<file path="src/tm8_pkg.sv">
// constants and types shared by the 8-bit timer and its prescaler
package tm8_pkg;

	// ==========================================
	// register locations and widths
	localparam logic [4:0] TMR_ADDR = 5'h01; // data address of the count
	localparam int CNT_W = 8; // width of the count and prescaler
	localparam int DIR_W = 4; // width of the pin direction register
	localparam int CNT_PIN_BIT = 2; // direction bit of the count input pin

	// ==========================================
	// reset values
	localparam logic [7:0] OPT_RST = 8'hff; // all config bits set
	localparam logic [3:0] DIR_RST = 4'hf; // all pins input
	localparam logic [7:0] CNT_RST = 8'h00; // defined start for the count
	localparam logic [7:0] PRE_RST = 8'h00; // prescaler cleared on reset

	// ==========================================
	// instruction cycle timing
	localparam int CLK_HZ = 40_000_000; // core_clk rate
	localparam int QPHASES = 4; // internal phases per instruction cycle
	localparam int INHIBIT_INSTR = 2; // instruction cycles held after a write
	localparam logic [3:0] INHIBIT_CYC = 4'(INHIBIT_INSTR * QPHASES);
	localparam logic [1:0] PH_Q2 = 2'h1; // second phase index
	localparam logic [1:0] PH_Q4 = 2'h3; // fourth phase index

	// ==========================================
	// config register layout, msb first
	typedef struct packed {
		logic wake_en; // not used by this block
		logic pullup_en; // not used by this block
		logic clock_source_sel; // 1: count pin edges
		logic count_edge_sel; // 1: falling edge
		logic prescaler_assign; // 1: prescaler on watchdog
		logic [2:0] prescale_ratio; // divide by 2^(ratio+1)
	} tm8_opt_t;

	// register write port from the core
	typedef struct packed {
		logic wr; // one-cycle write strobe
		logic [4:0] addr; // data address
		logic [7:0] wdata; // write data
	} tm8_wr_t;

endpackage

</file>
<file path="src/tm8_timer.sv">
// 8-bit timer/counter with shared prescaler, top level
// How it works
// - source select clear: count every instruction cycle
// - count write blocks advancing two instruction cycles
// - source select set: count pin edges instead
// - edge select clear rising, set falling
// - prescaler on timer or watchdog, never both
// - assign bit plus ratio field set prescale
// - prescaler count has no software access
// - count write clears prescaler when on timer
// - watchdog clear clears prescaler when on watchdog
// - reset forces prescaler to zero
// - without prescaler, pin feeds synchroniser directly
// - prescaler output sampled on phases two, four
// - count advances after registered synchronised edge
// - source select overrides count pin direction
// - eight-bit read/write count at address 01h
`timescale 1ns/1ps
module tm8_timer (
	input wire logic core_clk,
	input wire logic rst_n,
	input wire tm8_pkg::tm8_wr_t reg_wr,
	input wire logic reg_rd,
	input wire logic opt_wr,
	input wire logic [7:0] opt_wdata,
	input wire logic dir_wr,
	input wire logic [3:0] dir_wdata,
	input wire logic watchdog_clear_op,
	input wire logic wdt_tick_in,
	input wire logic ext_count_in,
	output logic [7:0] rd_data_ff,
	output logic [7:0] timer_count_ff,
	output logic [3:0] pin_direction_ff,
	output logic wdt_post_tick_ff,
	output logic [1:0] phase_ff
);

	// ==========================================
	// declarations
	tm8_pkg::tm8_opt_t opt_ff; // write-only config
	logic [3:0] dir_ff; // write-only direction latch
	logic [3:0] inhib_ff; // cycles left with advance blocked
	logic pin_sync; // count pin after two flops
	logic src_lvl; // level whose rising edge clocks the path
	logic src_d_ff; // previous source level
	logic src_rise; // one-cycle source edge
	logic pre_on_tmr; // prescaler sits on the timer
	logic pre_clr; // clear request for the prescaler
	logic pre_inc; // prescaler advance
	logic pre_tap; // selected prescaler bit
	logic [7:0] pre_cnt; // prescaler value, internal only
	logic pre_out; // prescaler output or bypass
	logic tap_d_ff; // previous tap for watchdog edges
	logic samp_ff; // output sampled on q2 and q4
	logic samp_d_ff; // registered sample
	logic inc_pulse; // timer advance this cycle
	logic tmr_wr_hit; // write to the count register
	logic q_sample; // q2 or q4 of the cycle
	logic [3:0] nxt_dir; // direction with override

	// ==========================================
	// pin synchroniser
	// the pin may change at any time, so it passes two flops
	tm8_sync2 u_sync (
		.core_clk(core_clk),
		.rst_n(rst_n),
		.async_in(ext_count_in),
		.sync_out(pin_sync)
	);

	// ==========================================
	// instruction cycle phase
	// four core clocks form one instruction cycle
	always_ff @(posedge core_clk) begin
		if (!rst_n) begin
			phase_ff <= 2'h0;
		end else begin
			phase_ff <= phase_ff + 2'h1;
		end
	end

	// sampling points of the synchroniser
	assign q_sample = (phase_ff == tm8_pkg::PH_Q2) || (phase_ff == tm8_pkg::PH_Q4);

	// ==========================================
	// configuration
	// config loaded whole, software cannot read it back
	always_ff @(posedge core_clk) begin
		if (!rst_n) begin
			opt_ff <= tm8_pkg::OPT_RST;
		end else if (opt_wr) begin
			opt_ff <= opt_wdata;
		end
	end

	// direction latch for the port pins
	always_ff @(posedge core_clk) begin
		if (!rst_n) begin
			dir_ff <= tm8_pkg::DIR_RST;
		end else if (dir_wr) begin
			dir_ff <= dir_wdata;
		end
	end

	// count pin forced to input while it is the count source
	always_comb begin
		nxt_dir = dir_ff;
		if (opt_ff.clock_source_sel) begin
			nxt_dir[tm8_pkg::CNT_PIN_BIT] = 1'b1;
		end
	end

	// direction output straight from a flop
	always_ff @(posedge core_clk) begin
		if (!rst_n) begin
			pin_direction_ff <= tm8_pkg::DIR_RST;
		end else begin
			pin_direction_ff <= nxt_dir;
		end
	end

	// ==========================================
	// count source selection
	// timer mode uses phase msb: one rising edge per instruction
	// counter mode inverts the pin for falling edges
	always_comb begin
		if (opt_ff.clock_source_sel) begin
			src_lvl = pin_sync ^ opt_ff.count_edge_sel;
		end else begin
			src_lvl = phase_ff[1];
		end
	end

	// previous source level for edge finding
	always_ff @(posedge core_clk) begin
		if (!rst_n) begin
			src_d_ff <= 1'b0;
		end else begin
			src_d_ff <= src_lvl;
		end
	end

	assign src_rise = src_lvl & ~src_d_ff;

	// ==========================================
	// prescaler routing
	assign pre_on_tmr = ~opt_ff.prescaler_assign;
	assign tmr_wr_hit = reg_wr.wr && (reg_wr.addr == tm8_pkg::TMR_ADDR);

	// a count write or a watchdog clear empties it, by owner
	always_comb begin
		if (pre_on_tmr) begin
			pre_clr = tmr_wr_hit;
		end else begin
			pre_clr = watchdog_clear_op;
		end
	end

	// the owner decides what the prescaler counts
	always_comb begin
		if (pre_on_tmr) begin
			pre_inc = src_rise;
		end else begin
			pre_inc = wdt_tick_in;
		end
	end

	// only clear and advance reach it; no load, no readback
	tm8_prescaler u_pre (
		.core_clk(core_clk),
		.rst_n(rst_n),
		.clr(pre_clr),
		.inc(pre_inc),
		.ratio(opt_ff.prescale_ratio),
		.cnt_ff(pre_cnt),
		.tap(pre_tap)
	);

	// without the prescaler the source bypasses it
	always_comb begin
		if (pre_on_tmr) begin
			pre_out = pre_tap;
		end else begin
			pre_out = src_lvl;
		end
	end

	// ==========================================
	// watchdog postscaler output
	// previous tap, to find its rising edge
	always_ff @(posedge core_clk) begin
		if (!rst_n) begin
			tap_d_ff <= 1'b0;
		end else begin
			tap_d_ff <= pre_tap;
		end
	end

	// divided tick on watchdog, raw tick otherwise
	always_ff @(posedge core_clk) begin
		if (!rst_n) begin
			wdt_post_tick_ff <= 1'b0;
		end else if (pre_on_tmr) begin
			wdt_post_tick_ff <= wdt_tick_in;
		end else begin
			wdt_post_tick_ff <= pre_tap & ~tap_d_ff;
		end
	end

	// ==========================================
	// phase sampling
	// held between samples, so a pin pulse must span a sample
	always_ff @(posedge core_clk) begin
		if (!rst_n) begin
			samp_ff <= 1'b0;
		end else if (q_sample) begin
			samp_ff <= pre_out;
		end
	end

	// registered sample: adds the edge-to-advance delay
	always_ff @(posedge core_clk) begin
		if (!rst_n) begin
			samp_d_ff <= 1'b0;
		end else begin
			samp_d_ff <= samp_ff;
		end
	end

	// advance on a sampled edge, unless a write holds it off
	assign inc_pulse = samp_ff & ~samp_d_ff & (inhib_ff == 4'h0);

	// ==========================================
	// write inhibit
	// the count loses edges during hold-off; software compensates
	always_ff @(posedge core_clk) begin
		if (!rst_n) begin
			inhib_ff <= 4'h0;
		end else if (tmr_wr_hit) begin
			inhib_ff <= tm8_pkg::INHIBIT_CYC;
		end else if (inhib_ff != 4'h0) begin
			inhib_ff <= inhib_ff - 4'h1;
		end
	end

	// ==========================================
	// count register
	// write wins over an advance in the same cycle
	always_ff @(posedge core_clk) begin
		if (!rst_n) begin
			timer_count_ff <= tm8_pkg::CNT_RST;
		end else if (tmr_wr_hit) begin
			timer_count_ff <= reg_wr.wdata;
		end else if (inc_pulse) begin
			timer_count_ff <= timer_count_ff + 8'h01;
		end
	end

	// ==========================================
	// read port
	// other addresses belong to other blocks and read zero here
	always_ff @(posedge core_clk) begin
		if (!rst_n) begin
			rd_data_ff <= 8'h00;
		end else if (reg_rd && (reg_wr.addr == tm8_pkg::TMR_ADDR)) begin
			rd_data_ff <= timer_count_ff;
		end else begin
			rd_data_ff <= 8'h00;
		end
	end
endmodule

</file>
<file path="src/tm8_sync2.sv">
// two-stage synchroniser for levels from outside the clock domain
`timescale 1ns/1ps
module tm8_sync2 (
	input wire logic core_clk,
	input wire logic rst_n,
	input wire logic async_in,
	output logic sync_out
);

	// ==========================================
	// chain
	logic meta_ff; // first stage, read only by the second

	// first stage samples the raw pin
	always_ff @(posedge core_clk) begin
		if (!rst_n) begin
			meta_ff <= 1'b0;
		end else begin
			meta_ff <= async_in;
		end
	end

	// second stage feeds the rest of the block
	always_ff @(posedge core_clk) begin
		if (!rst_n) begin
			sync_out <= 1'b0;
		end else begin
			sync_out <= meta_ff;
		end
	end

endmodule

</file>
<file path="src/tm8_prescaler.sv">
// shared 8-bit prescaler with a selectable output tap
`timescale 1ns/1ps
module tm8_prescaler (
	input wire logic core_clk,
	input wire logic rst_n,
	input wire logic clr,
	input wire logic inc,
	input wire logic [2:0] ratio,
	output logic [7:0] cnt_ff,
	output logic tap
);

	// ==========================================
	// counter, no software path to it at all
	always_ff @(posedge core_clk) begin
		if (!rst_n) begin
			cnt_ff <= tm8_pkg::PRE_RST;
		end else if (clr) begin
			cnt_ff <= tm8_pkg::PRE_RST;
		end else if (inc) begin
			cnt_ff <= cnt_ff + 8'h01;
		end
	end

	// tap n toggles once per 2^n input edges, so it rises once per 2^(n+1)
	assign tap = cnt_ff[ratio];
endmodule

</file>
<file path="config.mk">
export PLATFORM = sky130hd
export DESIGN_NAME = tm8_timer
export DESIGN_NICKNAME = d
export VERILOG_FILES = /design/src/tm8_pkg.sv /design/src/tm8_timer.sv /design/src/tm8_sync2.sv /design/src/tm8_prescaler.sv
export SDC_FILE = /design/constraint.sdc
export NUM_CORES = 1
export LEC_CHECK = 0
export ABC_AREA = 1
export BUFFER_PORTS_ARGS = -buffer_cell sky130_fd_sc_hd__clkbuf_2
export CAP_MARGIN = 30
export CORE_MARGIN = 2
export CORE_UTILIZATION = 50
export CTS_BUF_LIST = sky130_fd_sc_hd__clkbuf_16
export DETAILED_ROUTE_END_ITERATION = 10
export PLACE_DENSITY = 0.8
export SLEW_MARGIN = 20
export SYNTH_ARGS = -nofsm -noshare
export SYNTH_HDL_FRONTEND = slang
export SYNTH_SLANG_ARGS = --single-unit
</file>
<file path="constraint.sdc">
create_clock -name core_clk -period 1.3 [get_ports core_clk]
set_input_delay 0.195 -clock core_clk [delete_from_list [all_inputs] [get_ports core_clk]]
set_output_delay 0.195 -clock core_clk [all_outputs]
set_load 0.01 [all_outputs]
</file>
=== Yosys cells after proc, flatten, opt, wreduce, memory -nomap -nowiden ===
Cells that the tools add are included.

* Output and inout port bits: 23
* Bits of input ports: 34
* Word-level logic and storage cells: 59
* Register bits: 51

* Bitwise operators: 9
* Eq/ne operators: 3
* Reductions and logical operators: 11
* $lt $le $gt $ge: 1
* Add/subtract/negate cells: 4
* Mux-type cells: 11

{| class="wikitable"
|+ Operators with widths
! kind !! number
|-
| adder 8 x 1 -> 8 bit (second input constant) || 2
|-
| two-way mux 8 bit || 2
|-
| two-way mux 4 bit || 2
|-
| two-way mux 1 bit || 6
|-
| OR reduction 2 bit || 3
|-
| == test 5 x 1 -> 1 bit (second input constant) || 1
|-
| bitwise AND 1 bit || 4
|-
| logical NOT 4 bit || 1
|-
| less-than comparator 3 x 4 -> 1 bit (second input constant) || 1
|-
| NOT 1 bit || 4
|-
| nonzero test 2 bit || 2
|-
| nonzero test 4 bit || 1
|-
| subtractor 4 x 1 -> 4 bit (second input constant) || 1
|-
| binary-select mux 1 bit (select 3 bit) || 1
|-
| adder 2 x 1 -> 2 bit (second input constant) || 1
|-
| == test 2 x 1 -> 1 bit (second input constant) || 1
|-
| == test 2 bit (second input constant) || 1
|-
| logical AND 1 bit || 2
|-
| AND reduction 2 bit || 1
|-
| logical OR 1 bit || 1
|-
| XOR 1 bit || 1
|}

=== Longest topological paths before layout ===
Gate-level depths: netlist of the first run.

* Depth in word-level cells: 5
* Mapped depth: 9
* Gate-level depth less buffers: 9

=== By module ===
From an unflattened synthesis of the first run, not the netlist that was laid out.

* Cells, all modules: 313
* Area total of the unflattened synthesis: 2274.7 um^2

{| class="wikitable"
|+ Modules (own cells, without submodules)
! module !! sequential area each (um^2) !! area an instance (um^2) !! cells each !! times used
|-
| tm8_timer || 820.8 || 1750.4 || 231 || 1
|-
| tm8_prescaler || 160.2 || 469.2 || 76 || 1
|-
| tm8_sync2 || 40.0 || 55.1 || 6 || 1
|}

=== Worst setup path after synthesis of the first run ===
Ideal clock, no wire load.

* Kind: reg2reg
* Start point: register timer_count_ff[1]
* End point: register timer_count_ff[4]
* Cell stages (with the launch flop): 7
* Clock period less this slack: 1.222 ns
* Buffers on the path: 0
* Slack: 0.078 ns
* Data arrival time: 1.107 ns
* Setup time: 0.115 ns
* Cells stage by stage: dfxtp_1 -> ha_1 -> nand3_1 -> nor2_1 -> nand2_1 -> a21oi_1 -> nor2_1

* Word-level cells in the longest chain between the ends: 3

{| class="wikitable"
|+ RTL lines
! element !! line !! RTL
|-
| start: declaration || tm8_timer.sv:32 || <nowiki>output logic [7:0] timer_count_ff,</nowiki>
|-
| start signal: assignment || tm8_timer.sv:251 || <nowiki>timer_count_ff <= tm8_pkg::CNT_RST;</nowiki>
|-
| start signal: assignment || tm8_timer.sv:253 || <nowiki>timer_count_ff <= reg_wr.wdata;</nowiki>
|-
| start signal: assignment || tm8_timer.sv:255 || <nowiki>timer_count_ff <= timer_count_ff + 8'h01;</nowiki>
|-
| adder 8 x 1 -> 8 bit || tm8_timer.sv:255 ||
|-
| two-way mux 8 bit || tm8_timer.sv:254 || <nowiki>end else if (inc_pulse) begin</nowiki>
|-
| two-way mux 8 bit || tm8_timer.sv:252 || <nowiki>end else if (tmr_wr_hit) begin</nowiki>
|}

Every way passes these cells. The select of a mux whose other input is x is not followed.
A chain may end at the register's enable or synchronous reset.

=== Worst setup path in the final report of the first run ===
* Start point: register inhib_ff[0]
* End point: register timer_count_ff[5]

* Word-level cells in the longest chain between the ends: 3

{| class="wikitable"
|+ RTL lines
! element !! line !! RTL
|-
| start: declaration || tm8_timer.sv:42 || <nowiki>logic [3:0] inhib_ff;</nowiki>
|-
| start signal: assignment || tm8_timer.sv:240 || <nowiki>inhib_ff <= tm8_pkg::INHIBIT_CYC;</nowiki>
|-
| start signal: assignment || tm8_timer.sv:242 || <nowiki>inhib_ff <= inhib_ff - 4'h1;</nowiki>
|-
| logical NOT 4 bit || tm8_timer.sv:231 || <nowiki>assign inc_pulse = samp_ff & ~samp_d_ff & (inhib_ff == 4'h0);</nowiki>
|-
| bitwise AND 1 bit || tm8_timer.sv:231 ||
|-
| nonzero test 2 bit (no line) || -- ||
|}

Every way passes these cells.

==> summary.md, run 1 <==
| Metric | Value |
|---|---|
| Total Routing Usage GR | 0.2087 |
| Total number of vias | about 2,200 |
| CTS Buf Count | 5 |
| Sequential-to-total area share from yosys stat | 0.4389 |
| P_leak | approximately 1.4 nW |
| Worst-path cell chain | inv_2, ha_4, nand2_2, nor2_4, nand2_1, nand3_2, nand3_1, nand2_1, inv_1 |
| Number of diodes | 0 |
| Placed Area | approximately 2700 µm² |
| Global-route wire length before repair | approximately 8600 µm |
| Die Wd | 72.21 µm |
| Crit share post-route | 0.9909 |
| Status | finished, final reports clean |
| Layout overhead on the synthesized area | 29.42% |
| Die Area | between 5000 and 6000 µm² |
| # clock sinks | 51 |
| Hold slack | ~0.085 ns |
| Largest net degree at the start of global routing | 18 |
| RSZ-0062 raised after global routing | yes |
| Placeable Area | approximately 4400 µm² |
| Yosys warnings | 0 |
| Congestion Overflow GR | 0 |
| Syn Std Cell Area | about 2300 µm² |
| Hold WC Path Type | primary input to flop |
| Required time of the critical path | about 1.5 ns |
| Final Setup Violations | 0 |
| Power density over the cells | between 1000 and 1500 nW/µm² |
| DRC | 0 |
| Routed WL | slightly above 5000 µm |
| Number of synthesized register bits | just over 50 |
| Fmax | roughly 0.78 GHz |
| Peak VDD IR | slightly above 0.0008 V |
| Synth cell types | 28 |
| Initial Utilization | 0.5269 |
| Clock Skew | 0.003737 ns |
| Fillers | 382 |
| Post-DP HPWL | 3571 µm |
| Post-Syn Instances | around 310 |
| CP startpoint kind | flop |
| Net Count, Synth | around 350 |
| Cell mode on critical path | nand2_1 |
| CTS tree | built |
| Clk root buf | clkbuf_16 |
| Fin area | around 3000 µm² |
| WL/cell | 11.71 µm |
| Clk slew on worst S/H paths | roughly 0.07 ns |
| Number of global-route vias before repair | ~2,100 |
| Critical Path End Type | flop |
| Slew margin rel. | 0.6971 |
| Fraction of layout cells with a size suffix above 1 | 0.3021 |
| CP Max Fanout | 8 |
| Die height | about 72 µm |
| Max-slew violations | 0 |
| Area of the multi-input gates | around 1200 µm² |
| Final antenna-violating net count | 0 |
| Register area | 1026 µm² |
| Clock buffer depth | 2 |
| DRT iter0 DRCs | just under 100 |
| Row Count | 24 |
| Final Util | 0.6820 |
| WS Path Type | flop to flop |
| PortBufs | 54 |
| Post-route setup TNS | 0 ns |
| H-tree Lvls | 2 |
| Avg Synthesized Cell Area | approximately 7.5 µm² |
| Initial antenna violation count | 0 |
| Gpl congestion | roughly 0.84 |
| Nets | around 420 |
| Total power | 4.082 mW |
| CP arrival | roughly 1.5 ns |
| Via/cell ratio | 5.057 |
| MaxCap Viol Count | 0 |
| Actual slew at the worst max-slew pin | about 0.45 ns |
| Final hold vios | 0 |
| CP peak stage delay | 0.33 ns |
| Skew-Pair Late Insertion Delay | roughly 0.29 ns |
| I/O Pins | 57 |
| Drt pass-1 iters | 4 |
| Count of buffer and inverter cells on the critical path | 2 |
| CP max stage cell | dfxtp_2 |
| Cell family with most CP delay | simple AND/OR/NAND/NOR gates |
| Final Critical Period | 1.288 ns |
[where the power goes]
part / switching (mW) / internal, mW
logic: 0.435 / 0.393
registers: 0.0747 / 1.68
clock network: 0.586 / 0.918
[metal layers]
metal | global-route usage | part of all wire | vias up
met5 | 0 | 0 | -
met4 | 0.1006 | 0.026 | 0
met3 | 0.03889 | 0.056 | 11
met2 | 0.3761 | 0.50 | 59
met1 | 0.2353 | 0.42 | 993
li1 | - | - | 1142
[state kept, by name, indices dropped and copies added (netlist names)]
name and count:
timer_count_ff 8, dir_ff 4, src_d_ff 1, u_pre.cnt_ff 8, phase_ff 2, samp_d_ff 1
tap_d_ff 1, opt_ff 6, u_sync.sync_out 1, pin_direction_ff 4, wdt_post_tick_ff 1, u_sync.meta_ff 1
rd_data_ff 8, inhib_ff 4, samp_ff 1
[cell type report]
| type | instances | share of cell area |
|---|---|---|
| Clock buffer | 5 | 0.04156 |
| Clock inverter | 3 | 0.01579 |
| Inverter | 44 | 0.05486 |
| Multi-Input combinational cell | 209 | 0.3907 |
| Sequential cell | 51 | 0.3408 |
| Tap cell | 52 | 0.02161 |
| Timing Repair Buffer | 72 | 0.1347 |
[cells by family after synthesis]
family | Yosys count | synth area share
AO/OA/AOI/OAI | 45 | 0.1076
flip-flops | 51 | 0.4389
multiplexers | 1 | 0.004304
adder cells (fa/ha/maj) | 6 | 0.03227
XOR/XNOR | 7 | 0.02636
AND/OR/NAND/NOR | 149 | 0.3007
buffers and inverters | 52 | 0.08983
[Yosys cell counts (all sizes together)]
cell	count	area, µm²
nand2	70	272.8
dfxtp	51	1021
inv	44	165.2
nor2	36	157.7
nand3	32	187.7
a21oi	26	130.1
o21ai	13	65.06
buf	7	40.03
nand4	7	58.81
ha	6	75.07
o211ai	5	47.54
xor2	5	43.79
nor3	2	10.01
or2	2	12.51
xnor2	2	17.52
a211oi	1	7.510
clkbuf	1	3.750
mux2i	1	10.01
[layout by cell type (no fill, tap or decap), types with 10 or more instances in the layout]
master	netlist	final
nand2_1	68	64
clkbuf_2	0	54
dfxtp_1	51	47
inv_1	44	42
nor2_1	31	29
nand3_1	28	25
a21oi_1	26	24
buf_4	0	18
o21ai_0	13	10
[worst paths after layout]
check,startpoint,end,slack [ns],cells past startpoint
setup / recovery,inhib_ff[0]$_SDFFE_PP0P_,timer_count_ff[5]$_SDFFE_PN0P_,0.01,9
hold reg to reg,dir_ff[0]$_SDFFE_PN1P_,pin_direction_ff[0]$_SDFF_PN1_,0.42,2
setup reg to reg,inhib_ff[0]$_SDFFE_PP0P_,timer_count_ff[5]$_SDFFE_PN0P_,0.01,9
hold / removal,ext_count_in,u_sync.meta_ff$_SDFF_PN0_,0.08,3
[worst min-delay path, delay by kind of cell]
| family | cells | cell delay, ns |
|---|---|---|
| buffers and inverters | 2 | 0.11 |
| and+or+nand+nor | 1 | 0.04 |
[metrics by stage]
step	cells	setup WS (ns)
floorplan	311	0.07805
global placement	424	0.02701
detailed placement	424	-0.007316
CTS	433	0.008642
global route	436	-0.05561
finish	436	0.01188
[repair_timing]
| action | 4_1_cts | 5_1_grt |
|---|---|---|
| gates resized for setup | 6 | 20 |
| cloned | 0 | 1 |
| setup endpoints to repair | 3 | 11 |
| pin swaps | 3 | 7 |
| endpoints found under the hold margin | 0 | 0 |
| hold buffers | 0 | 0 |
| buffers inserted | 1 | 2 |
Power figures use the tool's default switching activity.
==> run 2, diff against run 1 <==
--- a/config.mk
+++ b/config.mk
@@ -12,6 +12,7 @@
 export CORE_UTILIZATION = 50
 export CTS_BUF_LIST = sky130_fd_sc_hd__clkbuf_16
 export DETAILED_ROUTE_END_ITERATION = 10
+export MAX_ROUTING_LAYER = met4
 export PLACE_DENSITY = 0.8
 export SLEW_MARGIN = 20
 export SYNTH_ARGS = -nofsm -noshare
==> constraint.sdc (replaced) <==
create_clock -name core_clk -period 1.7 [get_ports core_clk]
set_input_delay 0.255 -clock core_clk [delete_from_list [all_inputs] [get_ports core_clk]]
set_output_delay 0.255 -clock core_clk [all_outputs]
set_load 0.01 [all_outputs]
==> summary.md, run 2 (synthesized netlist as in run 1, its figures left out) <==
| Metric | Value |
|---|---|
| R2R Path End | timer_count_ff[4]$_SDFFE_PN0P_ |
| Die height | 72.21 µm (unchanged) |
| Most common cell after layout, fill and taps aside | nand2_1 |
| Placeable Area | 4414 µm² (unchanged) |
| Max-slew violations | 0 (unchanged) |
| DRC | 0 (unchanged) |
| CP startpoint kind | flop |
| Placed Area | 2633 µm² (-3.6%) |
| Final Util | 0.6400 (-0.04195) |
| Final antenna-violating net count | 0 (unchanged) |
| Power density over the cells | 1100 nW/µm² (-19%) |
| CP arrival | 1.58 ns (+0.10 ns) |
| Crit path from | inhib_ff[0]$_SDFFE_PP0P_ |
| CP Max Fanout | 4 (-4) |
| Row Count | 24 (unchanged) |
| # clock sinks | 51 (unchanged) |
| Area of the multi-input gates | 1096 µm² (-6.8%) |
| Via/cell ratio | 5.095 (+0.75%) |
| Initial antenna violation count | 0 (unchanged) |
| Post-Place Cells | 411 (-3.1%) |
| Clk slew on worst S/H paths | 0.07 ns (about the same) |
| DRT iter0 DRCs | 133 (+36%) |
| Non-filler cells, final | 419 (-3.9%) |
| CTS tree | built |
| Total Routing Usage GR | 0.2020 (-0.006737) |
| Post-CTS Setup Inserts | 0 (-1) |
| R2r worst-path depth | 7 (-2) |
| Clock buffer depth | 2 (unchanged) |
| Status | finished, final reports clean |
| Largest net degree at the start of global routing | 21 (+3) |
| Number of global-route vias before repair | 1,934 (-6.0%) |
| RSZ-0062 raised after global routing | no |
| Fmax | 0.7144 GHz (-8.0%) |
| Required time of the critical path | 1.88 ns (+0.39 ns) |
| Die Wd | 72.21 µm (unchanged) |
| Clock Skew | 0.003231 ns (-0.0005055 ns) |
| Initial Utilization | 0.5269 (unchanged) |
| Cts hold-fix bufs | 0 (unchanged) |
| Critical Path End Type | flop |
| Clk root buf | clkbuf_16 |
| Largest registers | rd_data_ff: 8 flops, timer_count_ff: 8 flops, u_pre.cnt_ff: 8 flops |
| Final Critical Period | 1.400 ns (+0.1116 ns) |
| Setup ws final | 0.3003 ns (+0.2884 ns) |
| Cts repair resizes | 0 (-6) |
| WS Path Type | flop to flop |
| Final hold vios | 0 (unchanged) |
| P_leak | 1.370 nW (-5.0%) |
| Hold WC Path Type | primary input to flop |
| PortBufs | 54 (unchanged) |
| Peak VDD IR | 0.0006613 V (-19%) |
| Congestion Overflow GR | 0 (unchanged) |
| Slew margin rel. | 0.6694 (-0.02766) |
| Register area | 1021 µm² (-0.49%) |
| Reg2reg setup slack | 0.30 ns (+0.29 ns) |
| Fillers | 394 (+3.1%) |
| Total power | 3.106 mW (-24%) |
| Routed WL | 4838 µm (-5.2%) |
| Die Area | 5214 µm² (unchanged) |
| H-tree Lvls | 2 (unchanged) |
| Skew-Pair Late Insertion Delay | 0.29 ns (about the same) |
| Final Setup Violations | 0 (unchanged) |
| Actual slew at the worst max-slew pin | 0.4953 ns (+0.04145 ns) |
| MaxCap Viol Count | 0 (unchanged) |
| CTS Buf Count | 5 (unchanged) |
| Gpl congestion | 0.8286 (-0.90%) |
| Global-route wire length before repair | 8128 µm (-5.5%) |
| Most frequent cells in the layout | nand2_1 (68), clkbuf_2 (54), dfxtp_1 (51) |
| Fraction of layout cells with a size suffix above 1 | 0.2180 (-0.08410) |
| Fin area | 2825 µm² (-6.2%) |
| Drt pass-1 iters | 4 (unchanged) |
| Hold slack | 0.1428 ns (+0.05793 ns) |
| Reg2Reg Launch Point | inhib_ff[0]$_SDFFE_PP0P_ |
| WL/cell | 11.55 µm (-1.4%) |
| Worst slack, placed | 0.2792 ns (+0.2865 ns) |
| Total number of vias | 2,135 (-3.2%) |
| Nets | 406 (-4.0%) |
| I/O Pins | 57 (unchanged) |
| Number of diodes | 0 (unchanged) |
| Crit share post-route | 0.8234 (-0.1675) |
| Post-DP HPWL | 3425 µm (-4.1%) |
| Crit path to | timer_count_ff[4]$_SDFFE_PN0P_ |
| Layout overhead on the synthesized area | 21.46% |
| Post-route setup TNS | 0 ns (unchanged) |
[run 2: cell types whose count changed in the layout (fill, tap and decap cells not counted), sizes merged]
cell      change
buf          -16
bufinv        +1
nand3         -1
clkinvlp      +1
clkinv        -1
inv           -1
[run 2: layout make-up]
cell class / count / area share
Clock inverter: 3 / 0.02391
Sequential cell: 51 / 0.3614
Inverter: 44 / 0.05846
Timing Repair Buffer: 56 / 0.1010
Multi-Input combinational cell: 208 / 0.3880
Tap cell: 52 / 0.02303
Clock buffer: 5 / 0.04429
[run 2: worst min path at each step]
| stage | startpoint | end | slack, ns | depth (start not counted) |
|---|---|---|---|---|
| after floorplan | ext_count_in | u_sync.meta_ff$_SDFF_PN0_ | 0.35 | 2 |
| after global placement | u_sync.meta_ff$_SDFF_PN0_ | u_sync.sync_out$_SDFF_PN0_ | 0.39 | 2 |
| after detailed placement | u_sync.meta_ff$_SDFF_PN0_ | u_sync.sync_out$_SDFF_PN0_ | 0.40 | 2 |
| after CTS | ext_count_in | u_sync.meta_ff$_SDFF_PN0_ | 0.14 | 3 |
| after global routing | ext_count_in | u_sync.meta_ff$_SDFF_PN0_ | 0.16 | 3 |
| final | ext_count_in | u_sync.meta_ff$_SDFF_PN0_ | 0.14 | 3 |
[run 2: worst max-delay path: stages, from the launching register on]
cell	delay (ns)
dfxtp_1	0.31
inv_1	0.11
ha_1	0.22
nand4_1	0.19
nand2_1	0.17
inv_1	0.10
a21oi_1	0.14
nor2_1	0.06
[run 2: power breakdown]
group / switching, mW / internal (mW) / total [mW]
logic: 0.296 / 0.201 / 0.498
clock network: 0.433 / 0.842 / 1.28
registers: 0.0568 / 1.28 / 1.33
[run 2: routing by layer]
metal  vias up  wire (µm)  global-route usage  part of all wire
met5         -          0                   -                 0
met4         0         95             0.09853             0.020
met3        11        278             0.04444             0.057
met2        71       2405              0.3456              0.50
met1       947       2059              0.2212              0.43
li1       1106          -                   -                 -
